<file path="src/design/blk_search_defines.vh">
// Constants for the block move and search execution unit
`ifndef BLK_SEARCH_DEFINES_VH
`define BLK_SEARCH_DEFINES_VH

// Register indices on the software port
`define REG_CTRL 4'h0
`define REG_STATUS 4'h1
`define REG_SRC 4'h2
`define REG_TGT 4'h3
`define REG_CNT 4'h4
`define REG_ACC 4'h5
`define REG_FLAGS 4'h6
`define REG_PC 4'h7
`define REG_TSTATES 4'h8

// Flag bit positions
`define FLAG_S 7
`define FLAG_Z 6
`define FLAG_H 4
`define FLAG_PV 2
`define FLAG_N 1
`define FLAG_C 0

// Opcodes
`define OP_PREFIX 8'hED
`define OP_MOVE_DOWN_ONCE 8'hA8
`define OP_MOVE_DOWN_REPEAT 8'hB8
`define OP_SEARCH_UP_ONCE 8'hA1
`define OP_SEARCH_UP_REPEAT 8'hB1
`define OP_SEARCH_DOWN_ONCE 8'hA9
`define OP_SEARCH_DOWN_REPEAT 8'hB9

// Machine cycle lengths in T states, one T state per clock
`define LEN_FETCH1 5'd4
`define LEN_FETCH2 5'd4
`define LEN_READ 5'd3
`define LEN_EXEC 5'd5
`define LEN_REP 5'd5

// Reset values
`define RST_FLAGS 8'h00
`define RST_WORD 16'h0000

`endif

</file>
<file path="src/design/blk_search_exec.v">
// Execution unit for prefixed block move and byte search instructions
`timescale 1ns/1ps
`include "blk_search_defines.vh"

module blk_search_exec (
  input wire clock_i,
  input wire rst_n_i,
  input wire [3:0] addr_i,
  input wire [15:0] wr_data_i,
  input wire wr_i,
  input wire rd_i,
  output reg [15:0] rd_data_o,
  input wire [7:0] mem_rdata_i,
  output reg [15:0] mem_addr_o,
  output reg [7:0] mem_wdata_o,
  output reg mem_rd_o,
  output reg mem_wr_o,
  output reg refresh_o,
  input wire int_req_i,
  output reg int_ack_o,
  output reg busy_o
);

  // ---------------------------------------------------------------
  // States, one per machine cycle
  // ---------------------------------------------------------------
  localparam [2:0] ST_IDLE = 3'd0;
  localparam [2:0] ST_FETCH1 = 3'd1;
  localparam [2:0] ST_FETCH2 = 3'd2;
  localparam [2:0] ST_READ = 3'd3;
  localparam [2:0] ST_EXEC = 3'd4;
  localparam [2:0] ST_REP = 3'd5;

  // Sequencer position and T state bookkeeping
  reg [2:0] state_q;
  reg [4:0] t_q;
  reg [4:0] tstates_q;
  reg [4:0] last_tstates_q;

  // Architectural registers seen by software
  reg [15:0] src_q;
  reg [15:0] tgt_q;
  reg [15:0] cnt_q;
  reg [15:0] pc_q;
  reg [7:0] acc_q;
  reg [7:0] flags_q;

  // Opcode and operand latches
  reg [7:0] op1_q;
  reg [7:0] op2_q;
  reg [7:0] data_q;

  // Status bits, cleared by the next start
  reg done_q;
  reg bad_op_q;
  reg int_taken_q;

  // Two-stage request synchroniser
  reg int_meta_q;
  reg int_sync_q;

  // Next values, decode and read select
  wire [15:0] cnt_new;
  wire [15:0] src_new;
  wire [15:0] tgt_new;
  wire [7:0] flags_new;
  wire match;
  wire is_search;
  wire is_repeat;
  wire is_down;
  wire op_valid;
  wire last_t;
  reg [4:0] len;
  reg [15:0] rd_data_d;

  // ---------------------------------------------------------------
  // Decode of the second opcode byte
  // ---------------------------------------------------------------
  assign is_search = op2_q[0];
  assign is_repeat = op2_q[4];
  assign is_down = op2_q[3];
  assign op_valid = (op1_q == `OP_PREFIX) &&
    ((op2_q == `OP_MOVE_DOWN_ONCE) || (op2_q == `OP_MOVE_DOWN_REPEAT) ||
     (op2_q == `OP_SEARCH_UP_ONCE) || (op2_q == `OP_SEARCH_UP_REPEAT) ||
     (op2_q == `OP_SEARCH_DOWN_ONCE) ||
     (op2_q == `OP_SEARCH_DOWN_REPEAT));

  // 16-bit wrapping steps; a zero count wraps to all ones
  assign cnt_new = cnt_q - 16'h0001;
  assign src_new = is_down ? (src_q - 16'h0001) : (src_q + 16'h0001);
  assign tgt_new = tgt_q - 16'h0001;

  // Machine cycle length for the current state
  always @* begin
    case (state_q)
      ST_FETCH1: len = `LEN_FETCH1;
      ST_FETCH2: len = `LEN_FETCH2;
      ST_READ: len = `LEN_READ;
      ST_EXEC: len = `LEN_EXEC;
      ST_REP: len = `LEN_REP;
      default: len = 5'd1;
    endcase
  end
  // Last T state of the current machine cycle
  assign last_t = (t_q == (len - 5'd1));

  // Flags are merged combinationally and latched with the pointers
  flag_unit u_flags (
    .acc_i(acc_q),
    .data_i(data_q),
    .cnt_new_i(cnt_new),
    .search_i(is_search),
    .flags_i(flags_q),
    .flags_o(flags_new),
    .match_o(match)
  );

  // ---------------------------------------------------------------
  // Interrupt request synchroniser
  // ---------------------------------------------------------------
  // The request pin is asynchronous to the core clock
  // Only the second stage is read by the sequencer
  always @(posedge clock_i or negedge rst_n_i) begin
    if (!rst_n_i) begin
      int_meta_q <= 1'b0;
      int_sync_q <= 1'b0;
    end else begin
      int_meta_q <= int_req_i;
      int_sync_q <= int_meta_q;
    end
  end

  // ---------------------------------------------------------------
  // Sequencer and architectural registers
  // ---------------------------------------------------------------
  // Software may only load registers while idle, so a running
  // instruction never sees its operands change under it.
  always @(posedge clock_i or negedge rst_n_i) begin
    if (!rst_n_i) begin
      // Sequencer back to idle
      state_q <= ST_IDLE;
      t_q <= 5'd0;
      tstates_q <= 5'd0;
      last_tstates_q <= 5'd0;
      // Architectural registers
      src_q <= `RST_WORD;
      tgt_q <= `RST_WORD;
      cnt_q <= `RST_WORD;
      pc_q <= `RST_WORD;
      acc_q <= 8'h00;
      flags_q <= `RST_FLAGS;
      // Latches and status
      op1_q <= 8'h00;
      op2_q <= 8'h00;
      data_q <= 8'h00;
      done_q <= 1'b0;
      bad_op_q <= 1'b0;
      int_taken_q <= 1'b0;
      // Bus outputs rest low
      mem_addr_o <= `RST_WORD;
      mem_wdata_o <= 8'h00;
      mem_rd_o <= 1'b0;
      mem_wr_o <= 1'b0;
      refresh_o <= 1'b0;
      int_ack_o <= 1'b0;
      busy_o <= 1'b0;
    end else begin
      // Strobes are one-cycle pulses unless a state raises them
      mem_rd_o <= 1'b0;
      mem_wr_o <= 1'b0;
      refresh_o <= 1'b0;
      int_ack_o <= 1'b0;
      // One T state per clock while an instruction runs
      if (state_q != ST_IDLE) begin
        t_q <= last_t ? 5'd0 : (t_q + 5'd1);
        tstates_q <= tstates_q + 5'd1;
      end
      case (state_q)
        // Idle: software loads registers or starts an instruction
        ST_IDLE: begin
          if (wr_i) begin
            case (addr_i)
              `REG_CTRL: begin
                // Start clears last status and fetches the prefix at PC
                if (wr_data_i[0]) begin
                  state_q <= ST_FETCH1;
                  t_q <= 5'd0;
                  tstates_q <= 5'd0;
                  mem_addr_o <= pc_q;
                  mem_rd_o <= 1'b1;
                  busy_o <= 1'b1;
                  done_q <= 1'b0;
                  bad_op_q <= 1'b0;
                  int_taken_q <= 1'b0;
                end
              end
              `REG_SRC: src_q <= wr_data_i;
              `REG_TGT: tgt_q <= wr_data_i;
              `REG_CNT: cnt_q <= wr_data_i;
              `REG_ACC: acc_q <= wr_data_i[7:0];
              `REG_FLAGS: flags_q <= wr_data_i[7:0];
              `REG_PC: pc_q <= wr_data_i;
              default: ;
            endcase
          end
        end
        // Prefix byte, captured one cycle after its read strobe
        ST_FETCH1: begin
          if (t_q == 5'd1) begin
            op1_q <= mem_rdata_i;
          end
          if (last_t) begin
            pc_q <= pc_q + 16'h0001;
            mem_addr_o <= pc_q + 16'h0001;
            mem_rd_o <= 1'b1;
            state_q <= ST_FETCH2;
          end
        end
        // Second opcode byte; the pair is checked on the last T state
        ST_FETCH2: begin
          if (t_q == 5'd1) begin
            op2_q <= mem_rdata_i;
          end
          if (last_t) begin
            pc_q <= pc_q + 16'h0001;
            if (op_valid) begin
              mem_addr_o <= src_q;
              mem_rd_o <= 1'b1;
              state_q <= ST_READ;
            end else begin
              // Unknown pairs stop here and are reported, not executed
              bad_op_q <= 1'b1;
              busy_o <= 1'b0;
              state_q <= ST_IDLE;
            end
          end
        end
        // Operand read; moves launch their write in the next cycle
        ST_READ: begin
          if (t_q == 5'd1) begin
            data_q <= mem_rdata_i;
          end
          if (last_t) begin
            state_q <= ST_EXEC;
            // Searches only read; nothing is written back
            if (!is_search) begin
              mem_addr_o <= tgt_q;
              mem_wdata_o <= data_q;
              mem_wr_o <= 1'b1;
            end
          end
        end
        // Internal cycle; register updates land on its last T state
        ST_EXEC: begin
          if (last_t) begin
            src_q <= src_new;
            cnt_q <= cnt_new;
            flags_q <= flags_new;
            // Only moves step the target pointer
            if (!is_search) begin
              tgt_q <= tgt_new;
            end
            // Repeat unless count hits zero or a search matches
            if (is_repeat && (cnt_new != 16'h0000) &&
                !(is_search && match)) begin
              // Rewind points the next fetch back at the prefix byte
              pc_q <= pc_q - 16'h0002;
              state_q <= ST_REP;
            end else begin
              last_tstates_q <= tstates_q + 5'd1;
              done_q <= 1'b1;
              busy_o <= 1'b0;
              state_q <= ST_IDLE;
            end
          end
        end
        ST_REP: begin
          // Two refresh cycles after each byte that does not end the instruction
          if ((t_q == 5'd1) || (t_q == 5'd2)) begin
            mem_addr_o <= pc_q;
            refresh_o <= 1'b1;
          end
          if (last_t) begin
            last_tstates_q <= tstates_q + 5'd1;
            if (int_sync_q) begin
              // PC is already rewound, so the loop resumes later
              int_ack_o <= 1'b1;
              int_taken_q <= 1'b1;
              busy_o <= 1'b0;
              state_q <= ST_IDLE;
            end else begin
              // No request pending: fetch the prefix again
              t_q <= 5'd0;
              tstates_q <= 5'd0;
              mem_addr_o <= pc_q;
              mem_rd_o <= 1'b1;
              state_q <= ST_FETCH1;
            end
          end
        end
        // Unused state codes fall back to idle
        default: begin
          state_q <= ST_IDLE;
          busy_o <= 1'b0;
        end
      endcase
    end
  end

  // ---------------------------------------------------------------
  // Register read port, data one cycle after the strobe
  // ---------------------------------------------------------------
  // Select is combinational so the output stays a bare flop; a cycle
  // without a read strobe returns zero rather than stale data.
  always @* begin
    rd_data_d = 16'h0000;
    if (rd_i) begin
      case (addr_i)
        `REG_STATUS: rd_data_d = {12'h000, int_taken_q, bad_op_q,
          done_q, busy_o};
        `REG_SRC: rd_data_d = src_q;
        `REG_TGT: rd_data_d = tgt_q;
        `REG_CNT: rd_data_d = cnt_q;
        `REG_ACC: rd_data_d = {8'h00, acc_q};
        `REG_FLAGS: rd_data_d = {8'h00, flags_q};
        `REG_PC: rd_data_d = pc_q;
        `REG_TSTATES: rd_data_d = {11'h000, last_tstates_q};
        default: rd_data_d = 16'h0000;
      endcase
    end
  end

  // Output register for the read data
  always @(posedge clock_i or negedge rst_n_i) begin
    if (!rst_n_i) begin
      rd_data_o <= 16'h0000;
    end else begin
      rd_data_o <= rd_data_d;
    end
  end

endmodule

</file>
<file path="src/design/flag_unit.v">
// Flag computation for block moves and searches
`timescale 1ns/1ps
`include "blk_search_defines.vh"

module flag_unit (
  input wire [7:0] acc_i,
  input wire [7:0] data_i,
  input wire [15:0] cnt_new_i,
  input wire search_i,
  input wire [7:0] flags_i,
  output reg [7:0] flags_o,
  output wire match_o
);

  wire [8:0] diff;
  wire [4:0] low_diff;

  // Difference only drives flags, nothing stores it
  assign diff = {1'b0, acc_i} - {1'b0, data_i};
  assign low_diff = {1'b0, acc_i[3:0]} - {1'b0, data_i[3:0]};
  assign match_o = (acc_i == data_i);

  // -------------------------------------------------------------
  // Flag merge
  // -------------------------------------------------------------
  always @* begin
    flags_o = flags_i;
    flags_o[`FLAG_H] = 1'b0;
    flags_o[`FLAG_N] = 1'b0;
    // Count reaching zero on the last repeat leaves P/V clear
    flags_o[`FLAG_PV] = (cnt_new_i != 16'h0000);
    if (search_i) begin
      flags_o[`FLAG_S] = diff[7];
      flags_o[`FLAG_Z] = match_o;
      flags_o[`FLAG_H] = low_diff[4];
      flags_o[`FLAG_N] = 1'b1;
    end
  end

endmodule

</file>
<file path="config.mk">
export PLATFORM = sky130hd
export DESIGN_NAME = blk_search_exec
export DESIGN_NICKNAME = d
export VERILOG_FILES = /design/src/design/blk_search_exec.v /design/src/design/flag_unit.v
export VERILOG_INCLUDE_DIRS = /design/src /design/src/design
export SDC_FILE = /design/constraint.sdc
export NUM_CORES = 1
export LEC_CHECK = 0
export ABC_AREA = 1
export BUFFER_PORTS_ARGS = -buffer_cell sky130_fd_sc_hd__buf_2
export CAP_MARGIN = 15
export CORE_MARGIN = 3
export CORE_UTILIZATION = 55
export CTS_BUF_LIST = sky130_fd_sc_hd__clkbuf_4 sky130_fd_sc_hd__clkbuf_8
export DETAILED_ROUTE_END_ITERATION = 7
export GPL_ROUTABILITY_DRIVEN = 0
export HOLD_SLACK_MARGIN = 0.03
export PLACE_DENSITY = 0.73
export SETUP_SLACK_MARGIN = 0.2
export SYNTH_ARGS = -nofsm -noshare
export SYNTH_HDL_FRONTEND = slang
export SYNTH_HIERARCHICAL = 1
export SYNTH_SLANG_ARGS = --single-unit
export TNS_END_PERCENT = 10
</file>
<file path="constraint.sdc">
create_clock -name clock_i -period 5.9 [get_ports clock_i]
set_input_delay 0.885 -clock clock_i [delete_from_list [all_inputs] [get_ports clock_i]]
set_output_delay 0.885 -clock clock_i [all_outputs]
set_load 0.01 [all_outputs]
</file>
=== Yosys cells after proc, flatten, opt, wreduce, memory -nomap -nowiden ===
Cells that the tools add are included.

* Bits in writable memories: 0
* Register bits: 172
* Bits in latches: 0
* Bits in read-only memories: 0
* Memories kept: 0
* Bits of input ports: 33
* Output and inout port bits: 45
* Logic and storage cells: 242

* Multiply operators: 0
* Eq/ne operators: 46
* Muxes and demuxes: 111
* Reductions and logical operators: 43
* Bitwise gates (word level): 3
* Magnitude comparators: 0
* Add/subtract/negate cells: 11
* Div/mod/pow operators: 0
* Shift operators: 0

{| class="wikitable"
|+ Operator list
! kind !! count
|-
| $mux 16 || 27
|-
| $pmux 16 s8 || 1
|-
| $pmux 16 s2 || 3
|-
| $mux 5 || 16
|-
| $pmux 16 s5 || 1
|-
| $eq 8x8->1 const B || 7
|-
| $pmux 16 s3 || 1
|-
| $sub 16x1->16 const B || 3
|-
| $mux 1 || 37
|-
| $add 16x1->16 const B || 2
|-
| $ne 2x2->1 const B || 15
|-
| $pmux 5 s2 || 3
|-
| $mux 3 || 9
|-
| $mux 8 || 3
|-
| $reduce_and 6->1 || 4
|-
| $reduce_and 4->1 || 5
|-
| $pmux 3 s6 || 1
|-
| $eq 4x3->1 const B || 4
|-
| $pmux 8 s2 || 1
|-
| $reduce_bool 16->1 || 1
|-
| $sub 16x2->16 const B || 1
|-
| $ne 2x1->1 const B || 7
|-
| $add 5x1->5 const B || 2
|-
| $reduce_and 10->1 || 1
|-
| 33 further kinds || 59
|}

=== Logic depth before layout (Yosys ltp) ===
* Depth after elaboration: 11
* Depth in mapped cells: 20
* Gate-level depth less buffers: 18

=== By module ===
Netlist, hierarchy kept.

{| class="wikitable"
|+ By module, submodules not included
! module !! instances !! seq. area each (um^2) !! area each (um^2) !! cells an instance
|-
| blk_search_exec || 1 || 4304.1 || 11370.9 || 1664
|-
| flag_unit || 1 || 0.0 || 342.8 || 60
|}

=== Worst setup path after synthesis ===
OpenSTA, ideal clock, no wires.

* Path kind: register to register
* Start point: register state_q[0]
* End point: register pc_q[7]
* Period minus slack after synthesis: 2.824 ns
* Arrival time: 2.707 ns
* Data required time: 5.783 ns
* Cell stages (with the launch flop): 19
* Buffers on the path: 2
* Slack: 3.076 ns
* Library setup time: 0.117 ns
* Cells stage by stage: dfrtp_1 -> inv_2 -> nand2_2 -> nand3_4 -> clkinv_1 -> clkbuf_1 -> ha_1 -> nor2_1 -> nor2_1 -> nand2_1 -> nor2_1 -> nand3_4 -> nor2_8 -> nor2_1 -> nor2_4 -> nand2_2 -> buf_6 -> nand2_1 -> nand2_1

* Longest elaborated chain between the ends: 7
* Elaborated cells between the ends (all ways): 19
* Those cells by class: add/sub: 1; eq/ne: 11; mux: 2; reduce/logical: 5

{| class="wikitable"
|+ Ends and longest elaborated chain
! item !! line !! RTL
|-
| start, declared || blk_search_exec.v:35 || <nowiki>reg [2:0] state_q;</nowiki>
|-
| start signal, assigned || blk_search_exec.v:141 || <nowiki>state_q <= ST_IDLE;</nowiki>
|-
| start signal, assigned || blk_search_exec.v:186 || <nowiki>state_q <= ST_FETCH1;</nowiki>
|-
| start signal, assigned || blk_search_exec.v:216 || <nowiki>state_q <= ST_FETCH2;</nowiki>
|-
| $eq 3x3->1 (tied with other cells) || blk_search_exec.v:95 || <nowiki>case (state_q)</nowiki>
|-
| $reduce_or 2->1 (no line) || - ||
|-
| $pmux 3 s3 || blk_search_exec.v:95 ||
|-
| $sub 5x1->5 || blk_search_exec.v:105 || <nowiki>assign last_t = (t_q == (len - 5'd1));</nowiki>
|-
| $eq 5x5->1 || blk_search_exec.v:105 ||
|-
| $ne 2x1->1 (no line) or $ne 2x2->1 (tied branches) || - ||
|-
| $reduce_and 6->1 (no line) || - ||
|-
| end signal, assigned || blk_search_exec.v:149 || <nowiki>pc_q <= `RST_WORD;</nowiki>
|-
| end signal, assigned || blk_search_exec.v:202 || <nowiki>`REG_PC: pc_q <= wr_data_i;</nowiki>
|-
| end signal, assigned || blk_search_exec.v:213 || <nowiki>pc_q <= pc_q + 16'h0001;</nowiki>
|-
| end, declared || blk_search_exec.v:44 || <nowiki>reg [15:0] pc_q;</nowiki>
|}

Parallel ways exist; a longest one is shown, timed or not.
A chain may end at the register's enable or synchronous reset.

=== Worst setup path after layout ===
* Start point: register state_q[0]
* End point: register src_q[2]

* Longest elaborated chain between the ends: 7
* Elaborated cells between the ends (all ways): 17
* Those cells by class: add/sub: 1; eq/ne: 9; mux: 2; reduce/logical: 5

{| class="wikitable"
|+ Ends and longest elaborated chain
! item !! line !! RTL
|-
| $eq 3x3->1 (tied with other cells) || blk_search_exec.v:95 ||
|-
| $reduce_or 2->1 (no line) || - ||
|-
| $pmux 3 s3 || blk_search_exec.v:95 ||
|-
| $sub 5x1->5 || blk_search_exec.v:105 ||
|-
| $eq 5x5->1 || blk_search_exec.v:105 ||
|-
| $ne 2x2->1 (no line) || - ||
|-
| $reduce_and 4->1 (no line) || - ||
|-
| end signal, assigned || blk_search_exec.v:146 || <nowiki>src_q <= `RST_WORD;</nowiki>
|-
| end signal, assigned || blk_search_exec.v:197 || <nowiki>`REG_SRC: src_q <= wr_data_i;</nowiki>
|-
| end signal, assigned || blk_search_exec.v:256 || <nowiki>src_q <= src_new;</nowiki>
|-
| end, declared || blk_search_exec.v:41 || <nowiki>reg [15:0] src_q;</nowiki>
|}

Parallel ways exist; a longest one is shown, timed or not.

==> out/metrics.cfg <==
[outcome]
outcome=complete, no violations

[timing]
slew_headroom_pct=29.2
rsz0062_at_grt=false
slew_viol_final=0
tightest_slew_ns=1.06
fin_skew_ns=0.0207
final.setup.tns_ns=0
post-route-min-period_ns=4.48
worst_slack_ns=1.42
period_share_pct=76.0
finalSetupViolations=0
maxClockFrequency_mhz=223
hold_violations=0

[place]
postPlaceCellArea_um2=12200
place_ws_ns=1.62
place_hpwl_mm=27.5
portBuffers=77

[clocking]
cts_max_level=4
postCtsHoldBufs=0
clockRootBuffer=clkbuf_8
cts_tree=built
cts_buffers=17
cts_setup_buffers=0
clock-sinks=172
cts_buffer_depth=2
clk_pin_slew_ns=0.11
clk_latency_ns=0.49
cts_resized=0

[critical_path]
cp.required_ns=6.29
startpoint_type=register
r2r-start=state_q[0]
cpMostUsedCell=nor2_1
cpMaxStageDelayCell=nor2_1
endpoint_kind=register
reg2reg_depth=15
arrival_ns=4.88
crit_chain=nand2_1 > nor2_1 > inv_1 > ha_1 > nor2_1 > nor2_1 > nand2_1 > nor2_1 > nand3_4 > nor2_8 > o21bai_4 > a21oi_2 > buf_4 > nand2_1 > o21ai_0
worstPathMaxFanout=26
reg2reg_to=src_q[2]
critPathBufInv=2
r2r_setup_slack_ns=1.42
cpLargestDelayFamily=simple AND/OR/NAND/NOR gates
worstSetupPathType=register to register
max_stage_delay_ns=0.72

[detailed_routing]
ant_nets=0
postRouteWirelength_mm=36.6
vias=12000
drtIter0Drc=1409
vias_per_cell=5.87
routedWlPerCell_um=17.9
post-route-drc-count=0
dr.pass1.iters=6

[floorplan]
core.rowCount=52
core_area_um2=20600
pin_count=78
initial_core_util_pct=57.0
die-area_um2=23100
die_w_um=152
die_y_um=152

[job]
max_cap_viol_count=0

[power_and_ir_drop]
p_per_area_nw_per_um2=589
irDropWorstVdd_mv=0.280
leakage_uw=0.00643

[layout]
drive_gt1_share_pct=8.77
fin_area_um2=12600
n_fill_cell=1968
area_growth_pct=7.71
antennaDiodeCount=0
nets=1831
regArea_um2=4300
multi_input_area_um2=6320

[global_route]
grt-ovfl-total=0
grt_usage_pct=31.0
grt_pass1_vias=11000
grt_pass1_wl_mm=58.3
grt_max_degree=66
grt_antenna_before_repair=0

[synthesis]
synth_edf_count=0
seq_area_frac_synth_pct=36.7
syn-num-nets=1790
syn_avg_cell_area_um2=6.79
synth_ff_type=dfrtp_1
yosys_warnings=6
ys_seq_elements=172
yosys.cell_types.count=52
async_flop_share_pct=100
syn-cell-area_um2=11700
synthCells=1724

[hold_path]
min_to=int_sync_q
hp-start=int_meta_q
hold_path.class=register to register
hold_depth=0

[worst max path at each step]
stage	to	startpoint	cells after the start	slack [ns]
2_1_floorplan	pc_q[7]	state_q[0]	18	3.08
3_3_place_gp	cnt_q[10]	state_q[0]	15	1.89
3_5_place_dp	cnt_q[0]	state_q[0]	15	1.62
4_1_cts	cnt_q[9]	state_q[0]	14	1.58
5_1_grt	src_q[5]	state_q[0]	15	1.10
6_report	src_q[2]	state_q[0]	15	1.42
[worst reg2reg max path, cell delays in order (launching register included)]
cell and delay [ns]:
dfrtp_1 0.45, nand2_1 0.15, nor2_1 0.72, inv_1 0.45, ha_1 0.43, nor2_1 0.04
nor2_1 0.11, nand2_1 0.07, nor2_1 0.18, nand3_4 0.17, nor2_8 0.42, o21bai_4 0.12
a21oi_2 0.62, buf_4 0.31, nand2_1 0.07, o21ai_0 0.07
[kinds of logic after synthesis]
group	count (synthesis)	synth area share, %
and+or+nand+nor	873	31.0
AOI/OAI and AO/OA	340	16.7
buffers and inverters	273	9.32
DFF	172	36.7
adders and majority gates	33	3.59
xor gates and xnor gates	25	1.87
muxes	8	0.769
[placed cells by master, fill, tap and decap left out, types with 6 or more instances in the layout]
cell type,netlist,final
o21ai_0,172,172
dfrtp_1,172,172
buf_4,8,8
nand2_1,530,530
clkbuf_8,0,18
ha_1,32,32
xor2_1,19,19
a221oi_1,20,20
nand3_1,127,127
nor3_1,14,14
xnor2_1,6,6
o22ai_1,25,25
nand4_1,15,15
buf_2,12,76
inv_1,199,199
nor4_1,9,9
o211ai_1,13,13
inv_2,8,8
a21oi_1,62,62
o21ai_1,13,13
mux2_2,8,8
nor2_1,155,155
[area by class of cell]
class	count	area share [%]
Clock inverter	14	1.35
Timing Repair Buffer	85	3.58
Multi-Input combinational cell	1279	50.1
Sequential cell	172	34.1
Clock buffer	18	1.96
Inverter	210	6.25
Tap cell	270	2.68
[power by group]
part           total (uW)  internal [uW]  switching [uW]  leakage, uW
registers            2270           1690             582      0.00216
logic                4270           1380            2890      0.00406
clock network         889            371             518     0.000210
total                7430           3440            3990      0.00643
[cell usage after synthesis (all sizes together), types with 4 or more instances]
master    n  share of area, %
nand3b    4              0.26
buf      24               1.3
nor2    162               5.6
inv     207               6.6
xor2     19               1.4
o211ai   13              0.83
nand2   535                17
mux2      8              0.77
dfrtp   172                37
nand3   129               5.7
clkbuf   39               1.2
nor4      9              0.48
a21oi    64               2.8
o31ai     4              0.26
nor3     15              0.68
a21boi    4              0.26
ha       32               3.4
o22ai    25               1.3
o21ai   187               8.1
nand4    15              0.80
a221oi   20               1.5
xnor2     6              0.45
a31oi     4              0.21
[metrics by stage]
stage / total power, uW / hold slack (ns) / utilization [%] / std cells
after global routing: 8060 / 0.382 / 61.4 / 2048
after global placement: 6330 / 0.334 / 59.3 / 2016
after detailed placement: 6440 / 0.338 / 59.3 / 2016
after floorplan: 5320 / 0.331 / - / 1724
final: 7430 / 0.360 / 61.4 / 2048
after CTS: 7340 / 0.363 / 61.4 / 2048
[layer usage]
metal	vias to the layer above	part of all wire [%]	GRT usage, %
met5	-	0	0
met4	0	4.1	13.1
met3	110	9.1	5.20
met2	664	45	48.5
met1	5509	42	42.8
li1	5733	-	-
[flip-flops by register name, summed over array words and instances (netlist names), 3 cells and up]
register,cells
mem_addr_o,16
tstates_q,5
tgt_q,16
flags_q,8
op1_q,8
pc_q,16
last_tstates_q,5
acc_q,8
cnt_q,16
t_q,5
rd_data_o,16
src_q,16
data_q,8
state_q,3
op2_q,8
mem_wdata_o,8
Note: power is estimated with default switching activity, not from simulation.
